<file path="src/rta_defines.vh">
// Register offsets, field positions and reset values for the timer.
`ifndef RTA_DEFINES_VH
`define RTA_DEFINES_VH

// =============================================================
// Register offsets
`define RTA_ADDR_IRQ_CTRL 4'h1
`define RTA_ADDR_ALM_MIN 4'h9
`define RTA_ADDR_ALM_HOUR 4'hA
`define RTA_ADDR_ALM_DAY 4'hB
`define RTA_ADDR_ALM_WDAY 4'hC
`define RTA_ADDR_TMR_CTRL 4'hE
`define RTA_ADDR_CD_RELOAD 4'hF

// =============================================================
// Serial command byte
`define RTA_CMD_READ_BIT 7
`define RTA_CMD_SUB_HI 6
`define RTA_CMD_SUB_LO 4
`define RTA_CMD_SUBADDR 3'h1

// =============================================================
// Interrupt control and status fields
`define RTA_IC_MINUTE_EN 7
`define RTA_IC_SECOND_EN 6
`define RTA_IC_TICK_FLAG 5
`define RTA_IC_PULSE_SEL 4
`define RTA_IC_ALARM_FLAG 3
`define RTA_IC_CD_FLAG 2
`define RTA_IC_ALARM_IE 1
`define RTA_IC_CD_IE 0

// =============================================================
// Timer control fields
`define RTA_TC_COF_HI 6
`define RTA_TC_COF_LO 4
`define RTA_TC_RUN 3
`define RTA_TC_SEL_HI 1
`define RTA_TC_SEL_LO 0

// =============================================================
// Countdown clock select codes
`define RTA_SEL_4096HZ 2'h0
`define RTA_SEL_64HZ 2'h1
`define RTA_SEL_1HZ 2'h2
`define RTA_SEL_1_60HZ 2'h3

// =============================================================
// Alarm field layout
`define RTA_ALM_DIS_BIT 7
`define RTA_ALM_MIN_MASK 8'h7F
`define RTA_ALM_HOUR_MASK 8'h3F
`define RTA_ALM_DAY_MASK 8'h3F
`define RTA_ALM_WDAY_MASK 8'h07

// =============================================================
// Reset values and timer control write mask
`define RTA_RST_ALARM 8'h80
`define RTA_RST_IRQ_CTRL 8'h00
`define RTA_RST_TMR_CTRL 8'h03
`define RTA_RST_RELOAD 8'h00
`define RTA_TMR_CTRL_MASK 8'h7B

`endif

</file>
<file path="src/rta_timer.v">
// Alarm, periodic tick and countdown timer with serial register access.
`include "rta_defines.vh"

// Function
// - A clear top bit of an alarm register enables that field's comparison.
// - Alarm flag sets when all enabled minute/hour/day/weekday fields first match.
// - The alarm flag stays set until the host clears it.
// - After clearing, alarm sets again only on a fresh entry into match.
// - An alarm field with its top bit set never blocks or causes a match.
// - With alarm interrupt enabled, the interrupt follows the alarm flag level.
// - Writing the status register ANDs each flag with the written bit.
// - Tick flag is bit 5, alarm flag bit 3, countdown flag bit 2.
// - Select 00=4096 Hz, 01=64 Hz, 10=1 Hz, 11=1/60 Hz; reset 11.
// - Timer control bit 3 runs the countdown when one.
// - Eight-bit binary down counter; zero stops it, 1 to 255 valid.
// - On a tick with the counter at one, set countdown flag and reload the programmed value.
// - Reading the countdown register returns the live counter.
// - A new reload value takes effect at once.
// - No tick when both enables zero; minute alone per minute; else per second.
// - Tick flag sets on second increment, or minute increment if only minutes.
// - Tick interrupt pulses occur whatever the tick flag state.
// - Tick and slow countdown periods follow correction applied to the ticks.
// - A countdown period is reload value over source frequency.
// - Countdown flag drives interrupt only if enabled; pulse or level selectable.
// - Interrupt is active low, open drain, wired-OR of all sources.
// - Tick pulse lasts one 64 Hz period; clearing the flag shortens it.
module rta_timer (
  input wire core_clk,
  input wire rst,
  input wire spi_sclk,
  input wire spi_ce,
  input wire spi_sdi,
  output reg spi_sdo,
  output reg spi_sdo_oe,
  input wire [7:0] cur_minute,
  input wire [7:0] cur_hour,
  input wire [7:0] cur_day,
  input wire [7:0] cur_weekday,
  input wire second_inc,
  input wire minute_inc,
  input wire tick_4096hz,
  input wire tick_64hz,
  input wire tick_1hz,
  input wire tick_1_60hz,
  input wire corr_irq,
  output reg irq_n_out,
  output reg irq_n_oe,
  output reg [2:0] clock_out_select
);

  // =============================================================
  // Pin synchronisers
  // Each serial pin passes two flip-flops before any logic reads it. The serial
  // clock has a third stage so that its edges are found without touching
  // a possibly metastable flop. Each half period of the serial clock must
  // last at least four core cycles, or an edge can be missed.
  reg [2:0] sclk_s_q;
  reg [1:0] ce_s_q;
  reg [1:0] sdi_s_q;

  always @(posedge core_clk) begin
    if (rst) begin
      sclk_s_q <= 3'h0;
      ce_s_q <= 2'h0;
      sdi_s_q <= 2'h0;
    end else begin
      sclk_s_q <= {sclk_s_q[1:0], spi_sclk};
      ce_s_q <= {ce_s_q[0], spi_ce};
      sdi_s_q <= {sdi_s_q[0], spi_sdi};
    end
  end

  wire ce = ce_s_q[1];
  wire sdi = sdi_s_q[1];
  wire sclk_rise = sclk_s_q[1] & ~sclk_s_q[2];
  wire sclk_fall = ~sclk_s_q[1] & sclk_s_q[2];

  // =============================================================
  // Register state
  // The interrupt control byte holds the enables and all three flags.
  reg [7:0] alm_min_q;
  reg [7:0] alm_hour_q;
  reg [7:0] alm_day_q;
  reg [7:0] alm_wday_q;
  reg [7:0] ictl_q;
  reg [7:0] tctl_q;
  reg [7:0] reload_q;
  reg [7:0] count_q;

  wire minute_en = ictl_q[`RTA_IC_MINUTE_EN];
  wire second_en = ictl_q[`RTA_IC_SECOND_EN];
  wire tick_flag = ictl_q[`RTA_IC_TICK_FLAG];
  wire irq_pulse_select = ictl_q[`RTA_IC_PULSE_SEL];
  wire alarm_hit_flag = ictl_q[`RTA_IC_ALARM_FLAG];
  wire countdown_flag = ictl_q[`RTA_IC_CD_FLAG];
  wire alarm_irq_enable = ictl_q[`RTA_IC_ALARM_IE];
  wire countdown_irq_enable = ictl_q[`RTA_IC_CD_IE];
  wire countdown_run = tctl_q[`RTA_TC_RUN];
  wire [1:0] countdown_clock_select = tctl_q[`RTA_TC_SEL_HI:`RTA_TC_SEL_LO];

  // =============================================================
  // Serial slave: command byte, then data bytes with address increment
  // A frame opens with chip enable high. The first byte is the command:
  // bit 7 selects a read, bits 6:4 must hold the subaddress and bits 3:0
  // the register. Every later byte is data, with the address counting up.
  // A frame with a wrong subaddress is ignored as a whole, and dropping
  // chip enable abandons a partial byte.
  reg [2:0] bit_cnt_q;
  reg [7:0] rx_q;
  reg [7:0] tx_q;
  reg cmd_done_q;
  reg rd_mode_q;
  reg sub_ok_q;
  reg [3:0] addr_q;
  reg [7:0] rdata;

  wire [7:0] rx_byte = {rx_q[6:0], sdi};
  wire byte_done = ce & sclk_rise & (bit_cnt_q == 3'h7);
  wire wr_byte = byte_done & cmd_done_q & ~rd_mode_q & sub_ok_q;
  wire [3:0] cmd_addr = rx_byte[3:0];
  wire [3:0] next_addr = cmd_done_q ? addr_q + 4'h1 : cmd_addr;
  wire next_rd = cmd_done_q ? rd_mode_q : rx_byte[`RTA_CMD_READ_BIT];
  wire next_ok = cmd_done_q ? sub_ok_q :
    (rx_byte[`RTA_CMD_SUB_HI:`RTA_CMD_SUB_LO] == `RTA_CMD_SUBADDR);

  always @* begin
    case (next_addr)
      `RTA_ADDR_IRQ_CTRL: rdata = ictl_q;
      `RTA_ADDR_ALM_MIN: rdata = alm_min_q;
      `RTA_ADDR_ALM_HOUR: rdata = alm_hour_q;
      `RTA_ADDR_ALM_DAY: rdata = alm_day_q;
      `RTA_ADDR_ALM_WDAY: rdata = alm_wday_q;
      `RTA_ADDR_TMR_CTRL: rdata = tctl_q;
      `RTA_ADDR_CD_RELOAD: rdata = count_q;
      default: rdata = 8'h00;
    endcase
  end

  always @(posedge core_clk) begin
    if (rst || !ce) begin
      bit_cnt_q <= 3'h0;
      rx_q <= 8'h00;
      tx_q <= 8'h00;
      cmd_done_q <= 1'b0;
      rd_mode_q <= 1'b0;
      sub_ok_q <= 1'b0;
      addr_q <= 4'h0;
      spi_sdo <= 1'b0;
      spi_sdo_oe <= 1'b0;
    end else begin
      if (sclk_rise) begin
        bit_cnt_q <= bit_cnt_q + 3'h1;
        rx_q <= rx_byte;
      end
      if (byte_done) begin
        cmd_done_q <= 1'b1;
        rd_mode_q <= next_rd;
        sub_ok_q <= next_ok;
        addr_q <= next_addr;
        if (next_rd && next_ok) begin
          tx_q <= rdata;
          spi_sdo <= rdata[7];
          spi_sdo_oe <= 1'b1;
        end
      end else if (sclk_fall && spi_sdo_oe) begin
        // The first falling edge after a load presents bit 7 again, so the
        // host sees every bit through a whole high phase of its clock.
        spi_sdo <= tx_q[7];
        tx_q <= {tx_q[6:0], 1'b0};
      end
    end
  end

  // =============================================================
  // Write strobes
  // A data byte is written to the address held in addr_q: the command
  // byte's address for the first data byte, one more for each after.
  // next_addr runs one byte ahead because it feeds the read prefetch.
  wire [3:0] wr_addr = addr_q;
  wire wr_alm_min = wr_byte & (wr_addr == `RTA_ADDR_ALM_MIN);
  wire wr_alm_hour = wr_byte & (wr_addr == `RTA_ADDR_ALM_HOUR);
  wire wr_alm_day = wr_byte & (wr_addr == `RTA_ADDR_ALM_DAY);
  wire wr_alm_wday = wr_byte & (wr_addr == `RTA_ADDR_ALM_WDAY);
  wire wr_ictl = wr_byte & (wr_addr == `RTA_ADDR_IRQ_CTRL);
  wire wr_tctl = wr_byte & (wr_addr == `RTA_ADDR_TMR_CTRL);
  wire wr_reload = wr_byte & (wr_addr == `RTA_ADDR_CD_RELOAD);

  // =============================================================
  // Alarm comparison
  // Each field compares only its masked BCD bits, so unused bits in an
  // alarm register never block a match.
  wire min_hit = alm_min_q[`RTA_ALM_DIS_BIT] |
    (((alm_min_q ^ cur_minute) & `RTA_ALM_MIN_MASK) == 8'h00);
  wire hour_hit = alm_hour_q[`RTA_ALM_DIS_BIT] |
    (((alm_hour_q ^ cur_hour) & `RTA_ALM_HOUR_MASK) == 8'h00);
  wire day_hit = alm_day_q[`RTA_ALM_DIS_BIT] |
    (((alm_day_q ^ cur_day) & `RTA_ALM_DAY_MASK) == 8'h00);
  wire wday_hit = alm_wday_q[`RTA_ALM_DIS_BIT] |
    (((alm_wday_q ^ cur_weekday) & `RTA_ALM_WDAY_MASK) == 8'h00);
  // With every field disabled nothing is compared, so no alarm at all.
  wire any_alm_en = ~(alm_min_q[7] & alm_hour_q[7] & alm_day_q[7] &
    alm_wday_q[7]);
  wire alarm_match = any_alm_en & min_hit & hour_hit & day_hit & wday_hit;
  reg alarm_match_q;
  // Only a new entry into the matching state sets the flag.
  wire alarm_set = alarm_match & ~alarm_match_q;

  // =============================================================
  // Periodic tick and countdown events
  wire tick_set = second_en ? second_inc : (minute_en & minute_inc);

  // The slow taps arrive already corrected, so 1 Hz and 1/60 Hz periods
  // may vary by a correction step; the fast taps never do.
  reg src_tick;
  always @* begin
    case (countdown_clock_select)
      `RTA_SEL_4096HZ: src_tick = tick_4096hz;
      `RTA_SEL_64HZ: src_tick = tick_64hz;
      `RTA_SEL_1HZ: src_tick = tick_1hz;
      `RTA_SEL_1_60HZ: src_tick = tick_1_60hz;
      default: src_tick = 1'b0;
    endcase
  end

  // The counter moves only on a tick of the chosen source while the timer
  // runs; a count of zero parks it until a new value is written.
  wire cd_step = countdown_run & src_tick & (count_q != 8'h00);
  wire cd_set = cd_step & (count_q == 8'h01);

  // Slow sources time their pulse on 64 Hz, fast ones on the next source edge.
  wire cd_pulse_end = countdown_clock_select[1] ? tick_64hz : src_tick;

  // =============================================================
  // Register writes, flags and counter
  always @(posedge core_clk) begin
    if (rst) begin
      alm_min_q <= `RTA_RST_ALARM;
      alm_hour_q <= `RTA_RST_ALARM;
      alm_day_q <= `RTA_RST_ALARM;
      alm_wday_q <= `RTA_RST_ALARM;
      ictl_q <= `RTA_RST_IRQ_CTRL;
      tctl_q <= `RTA_RST_TMR_CTRL;
      reload_q <= `RTA_RST_RELOAD;
      count_q <= `RTA_RST_RELOAD;
      alarm_match_q <= 1'b0;
    end else begin
      alarm_match_q <= alarm_match;
      // Alarm registers keep all eight bits, so unused bits read back as
      // written while the compare masks ignore them.
      if (wr_alm_min) begin
        alm_min_q <= rx_byte;
      end
      if (wr_alm_hour) begin
        alm_hour_q <= rx_byte;
      end
      if (wr_alm_day) begin
        alm_day_q <= rx_byte;
      end
      if (wr_alm_wday) begin
        alm_wday_q <= rx_byte;
      end
      // Bits 7 and 2 of the timer control are unused and read as zero.
      if (wr_tctl) begin
        tctl_q <= rx_byte & `RTA_TMR_CTRL_MASK;
      end
      if (wr_ictl) begin
        ictl_q[`RTA_IC_MINUTE_EN] <= rx_byte[`RTA_IC_MINUTE_EN];
        ictl_q[`RTA_IC_SECOND_EN] <= rx_byte[`RTA_IC_SECOND_EN];
        ictl_q[`RTA_IC_PULSE_SEL] <= rx_byte[`RTA_IC_PULSE_SEL];
        ictl_q[`RTA_IC_ALARM_IE] <= rx_byte[`RTA_IC_ALARM_IE];
        ictl_q[`RTA_IC_CD_IE] <= rx_byte[`RTA_IC_CD_IE];
      end
      // Flags are AND-on-write: a zero clears, a one keeps, so the host
      // writes ones to every flag that it does not mean to clear.
      // A flag set in the same cycle as a clearing write stays set.
      ictl_q[`RTA_IC_TICK_FLAG] <= tick_set |
        (tick_flag & (~wr_ictl | rx_byte[`RTA_IC_TICK_FLAG]));
      ictl_q[`RTA_IC_ALARM_FLAG] <= alarm_set |
        (alarm_hit_flag & (~wr_ictl | rx_byte[`RTA_IC_ALARM_FLAG]));
      ictl_q[`RTA_IC_CD_FLAG] <= cd_set |
        (countdown_flag & (~wr_ictl | rx_byte[`RTA_IC_CD_FLAG]));
      // A written value replaces the running count at once; if the
      // timer is still running this first period may be off by a tick.
      if (wr_reload) begin
        reload_q <= rx_byte;
        count_q <= rx_byte;
      end else if (cd_set) begin
        count_q <= reload_q;
      end else if (cd_step) begin
        count_q <= count_q - 8'h01;
      end
    end
  end

  // =============================================================
  // Interrupt pulse generators and open-drain output
  // The pin is open drain: its data level is always low and the enable
  // carries the interrupt, so a high enable pulls the line low.
  // Registering the enable costs one cycle of latency but keeps the pad
  // free of glitches from the combinational OR of the sources.
  reg tick_pulse_q;
  reg cd_pulse_q;

  always @(posedge core_clk) begin
    if (rst) begin
      tick_pulse_q <= 1'b0;
      cd_pulse_q <= 1'b0;
    end else begin
      if (tick_set)
        tick_pulse_q <= 1'b1;
      else if (tick_64hz || !tick_flag)
        tick_pulse_q <= 1'b0;
      if (cd_set)
        cd_pulse_q <= 1'b1;
      else if (cd_pulse_end || !countdown_flag)
        cd_pulse_q <= 1'b0;
    end
  end

  wire tick_src = irq_pulse_select ? tick_pulse_q : tick_flag;
  wire cd_src = countdown_irq_enable &
    (irq_pulse_select ? cd_pulse_q : countdown_flag);
  wire alm_src = alarm_irq_enable & alarm_hit_flag;
  wire irq_any = tick_src | cd_src | alm_src | corr_irq;

  always @(posedge core_clk) begin
    if (rst) begin
      irq_n_out <= 1'b0;
      irq_n_oe <= 1'b0;
      clock_out_select <= 3'h0;
    end else begin
      irq_n_out <= 1'b0;
      irq_n_oe <= irq_any;
      clock_out_select <= tctl_q[`RTA_TC_COF_HI:`RTA_TC_COF_LO];
    end
  end

endmodule // rta_timer

</file>
<file path="config.mk">
export PLATFORM = sky130hd
export DESIGN_NAME = rta_timer
export DESIGN_NICKNAME = d
export VERILOG_FILES = /design/src/rta_timer.v
export VERILOG_INCLUDE_DIRS = /design/src
export SDC_FILE = /design/constraint.sdc
export NUM_CORES = 1
export LEC_CHECK = 0
export ABC_AREA = 0
export BUFFER_PORTS_ARGS = -buffer_cell sky130_fd_sc_hd__buf_2
export CORE_MARGIN = 4
export CORE_UTILIZATION = 54
export CTS_CLUSTER_DIAMETER = 60
export DETAILED_ROUTE_END_ITERATION = 10
export GPL_TIMING_DRIVEN = 0
export PLACE_DENSITY = 0.85
export SYNTH_ARGS = -nofsm -noshare
export SYNTH_HDL_FRONTEND = slang
export SYNTH_SLANG_ARGS = --single-unit
</file>
<file path="constraint.sdc">
create_clock -name core_clk -period 2.5 [get_ports core_clk]
set_clock_uncertainty 0.2 [all_clocks]
set_input_delay 0.125 -clock core_clk [delete_from_list [all_inputs] [get_ports core_clk]]
set_output_delay 0.125 -clock core_clk [all_outputs]
set_load 0.005 [all_outputs]
</file>
==> impl_results.rst <==
.. list-table::
   :header-rows: 1

   * - Metric
     - Value
   * - CTS H-tree lvls
     - 3
   * - Number of DRC markers in iteration 0
     - 556
   * - Area overhead of the layout relative to synthesis
     - 16.8%
   * - Setup repair after global routing missed its margin
     - true
   * - Cell internal pwr
     - 2200 uW
   * - Chip width
     - 109 um
   * - Most common flop cell mapped by yosys
     - dfxtp_1
   * - Final RePlAce weighted congestion
     - 0.956
   * - Flip-flop and latch count after synthesis
     - 103
   * - Die outline height
     - 109 um
   * - Core region area
     - 9820 um^2
   * - Total CTS buffers
     - 9
   * - Ratio of final minimum period to clock period
     - 99.6%
   * - Area of the mapped netlist
     - 5470 um^2
   * - Sequential fraction of the synthesis area
     - 37.7%
   * - Total length of routed wires
     - 17300 um
   * - Most instantiated library cell after synthesis
     - dfxtp_1
   * - Reg clk slew, reported paths
     - 0.11 ns
   * - Startpoint kind of the worst setup timing path
     - flip-flop
   * - Fraction of power consumed by combinational cells
     - 4.6%
   * - Via count of the first global-routing pass
     - 5116
   * - Count of input and output buffers
     - 38
   * - LEAKAGE
     - 0.00236 uW
   * - Cells after synthesis
     - 655
   * - Reg2reg start
     - addr_q[0]$_SDFFE_PP0N_
   * - Critical Path Source
     - addr_q[0]$_SDFFE_PP0N_
   * - Proportion of synthesized flip-flops having asynchronous set or reset
     - 0%
   * - Instance area after placement
     - 5840 um^2
   * - Antenna diode count
     - 0
   * - Clock latency reported for the late side of the worst-skew pair
     - 0.38 ns
   * - Top-Level Pins
     - 51
   * - Sort of element at the end of the critical path
     - flip-flop
   * - Net switching component of the power
     - 692 uW
   * - Max-cap viol count
     - 0
   * - Number of enable flip-flop cells after synthesis
     - 0
   * - Final Hold Violating Endpoints
     - 0
   * - Library cell with the largest summed area after synthesis
     - dfxtp_1
   * - Avg Synthesized Cell Area
     - 8.35 um^2
   * - Total congestion overflow after global routing
     - 0
   * - Max Fclk
     - 402 MHz
   * - Number of fillers in the final layout
     - 835
   * - Startpoint of the worst hold path
     - cur_hour[5]
   * - Nets
     - 779
   * - Effective utilization at floorplan
     - 55.7%
   * - First-pass GRT wire length
     - 26900 um
   * - Synth warnings
     - 0
   * - Worst Tran Pin Value
     - 0.796 ns
   * - Drt pass-1 iters
     - 5
   * - CP Data Arrival Time
     - 2.54 ns
   * - Total chip power
     - 2890 uW
   * - Clk pwr share
     - 38.5%
   * - Critical Path Fanout Max
     - 5
   * - Largest net degree at the start of global routing
     - 18
   * - TritonCTS Sinks
     - 103
   * - CP Data Required Time
     - 2.55 ns
   * - Overall fraction of global-route tracks in use
     - 29.6%
   * - Synth Net Count
     - 708
   * - Cell area after layout
     - 6390 um^2
   * - Standard-cell row count
     - 36
   * - Max-slew violations
     - 0
   * - Final setup violation count
     - 0
   * - Fraction of final layout cells with drive strength greater than 1
     - 18.7%
   * - Total die area
     - 11800 um^2
   * - Area share of the largest cell type after synthesis
     - 37.7%
   * - Clock period minus worst slack
     - 2.49 ns
   * - Post-synth cell types
     - 80
   * - Initial antenna violation count
     - 0
   * - Share of power burned in registers
     - 56.9%
   * - Top cells by count, synth
     - dfxtp_1 (103), nand2_1 (81), a21oi_1 (64)
   * - Count of unresolved DRC violations after routing
     - 0
   * - Outcome
     - completed
   * - Vias
     - 5337
   * - Number of buffers on the longest clock path
     - 2
   * - CTS tree
     - done
   * - Wirelength per Cell
     - 20.0 um
   * - Max_slew headroom
     - 46.9%
   * - Net switching share of the total power
     - 23.9%
   * - Power Dens Cells
     - 453 nW/um^2
   * - Setup TNS
     - 0 ns
   * - Fraction of the core area covered by cells at the end of the flow
     - 65.1%
   * - Class of the worst hold path
     - in2reg
   * - Cell chosen for the clock root
     - clkbuf_8
   * - Half-perimeter wire length of the detailed placement result
     - 12200 um
   * - Via/cell ratio
     - 6.18
   * - Area contributors post-synth
     - dfxtp_1 (38%), a21oi_1 (5.9%), nand2_1 (5.6%)
   * - Worst IR drop on VDD
     - 0.000296 V
   * - Count of antenna-violating nets left after detailed routing
     - 0
   * - Start-to-end type of the worst setup path
     - reg2reg
## per-stage QoR
stage / hold WS, ns / setup WS, ns / std cells
after floorplan: 0.0532 / 0.0489 / 655
after global placement: 0.132 / -0.348 / 826
after detailed placement: 0.139 / -0.392 / 826
after CTS: 0.0929 / 0.00647 / 858
after global routing: 0.169 / -0.0434 / 864
final: 0.164 / 0.0110 / 864
## registers in the layout (all words and copies together), names as in the netlist, 3 cells and up
name              cells
count_q               8
alm_day_q             8
addr_q                4
reload_q              8
sclk_s_q              3
tctl_q                6
alm_hour_q            8
alm_wday_q            8
rx_q                  7
ictl_q                8
clock_out_select      3
alm_min_q             8
bit_cnt_q             3
tx_q                  8
## worst max-delay path, cell delays in order, from the launching register on
cell        delay (ns)
dfxtp_4           0.39
buf_8             0.11
clkinvlp_4        0.10
ha_4              0.30
nor2b_1           0.09
mux2_4            0.32
a22o_1            0.25
a221oi_2          0.31
o22a_1            0.22
o41ai_2           0.07
## final timing paths
| kind | to | slack [ns] | cells after the start |
|---|---|---|---|
| worst max register to register | tx_q[0]$_SDFFE_PP0P_ | 0.01 | 9 |
| worst min register to register | ce_s_q[1]$_SDFF_PP0_ | 0.24 | 1 |
| worst max-delay path | tx_q[0]$_SDFFE_PP0P_ | 0.01 | 9 |
| worst min-delay path | ictl_q[3]$_SDFF_PP0_ | 0.16 | 5 |
## layout by cell type (no fill, tap or decap), drive strengths merged, types with 3 or more instances in the layout
cell	Yosys	layout
a211o	9	9
a211oi	8	8
a21o	5	5
a21oi	65	65
a221o	3	3
a221oi	9	9
a22o	3	3
a22oi	3	3
a311oi	3	3
a31oi	9	9
a41oi	3	3
and2	3	3
and3	4	4
and3b	3	3
and4b	3	3
buf	19	68
clkbuf	28	39
clkinv	0	3
dfxtp	103	103
dlygate4sd3	0	11
ha	9	9
inv	16	16
mux2	9	9
mux2i	25	25
nand2	82	82
nand2b	5	5
nand3	40	40
nand3b	3	3
nand4	5	5
nor2	48	48
nor2b	17	17
nor3	11	11
nor3b	6	6
nor4	3	3
o211ai	6	6
o21ai	29	29
o22ai	3	3
or2	4	4
xnor2	14	14
xor2	13	13
## power groups by stage
stage,clock [uW],sequential (uW),combinational [uW]
2_1_floorplan,0,1690,61.0
5_1_grt,1180,1650,141
4_1_cts,1120,1650,126
6_report,1110,1650,132
3_5_place_dp,0,1690,114
3_3_place_gp,0,1690,111
## per-layer routing
metal | global-route usage, % | share of wire, %
met1 | 38.9 | 41
met2 | 47.9 | 45
met3 | 5.62 | 9.3
met4 | 12.2 | 4.1
met5 | 0 | 0
## final cells by class
class                   count  area (um^2)  share of cell area, %
plain buffers              44          251                   3.94
clock buffers              11          141                   2.21
repair buffers             63          405                   6.35
clock inverters             5         65.1                   1.02
well taps                 133          166                   2.60
flip-flops and latches    103         2070                   32.3
inverters                  16         63.8                  0.999
multi-input cells         489         3230                   50.5
## cell families (layout without fill, tap and decap cells)
family                     after synthesis  after routing  share of synthesized area, %
muxes                                   35             35                          6.84
AOI/OAI and AO/OA                      175            175                          21.2
buffers and inverters                   63            139                          5.58
other                                    1              1                        0.0686
xor gates and xnor gates                27             27                          4.60
and+or+nand+nor                        242            242                          21.9
DFF                                    103            103                          37.7
adders and majority gates                9              9                          2.06
## timing repair
item,4_1_cts,5_1_grt
resized for setup,17,21
hold buffers,11,0
pin swaps,8,6
setup buffers,7,7
setup endpoints to repair,21,41
hold endpoints to repair,10,0
No activity file was read; power rests on OpenSTA's default activity.
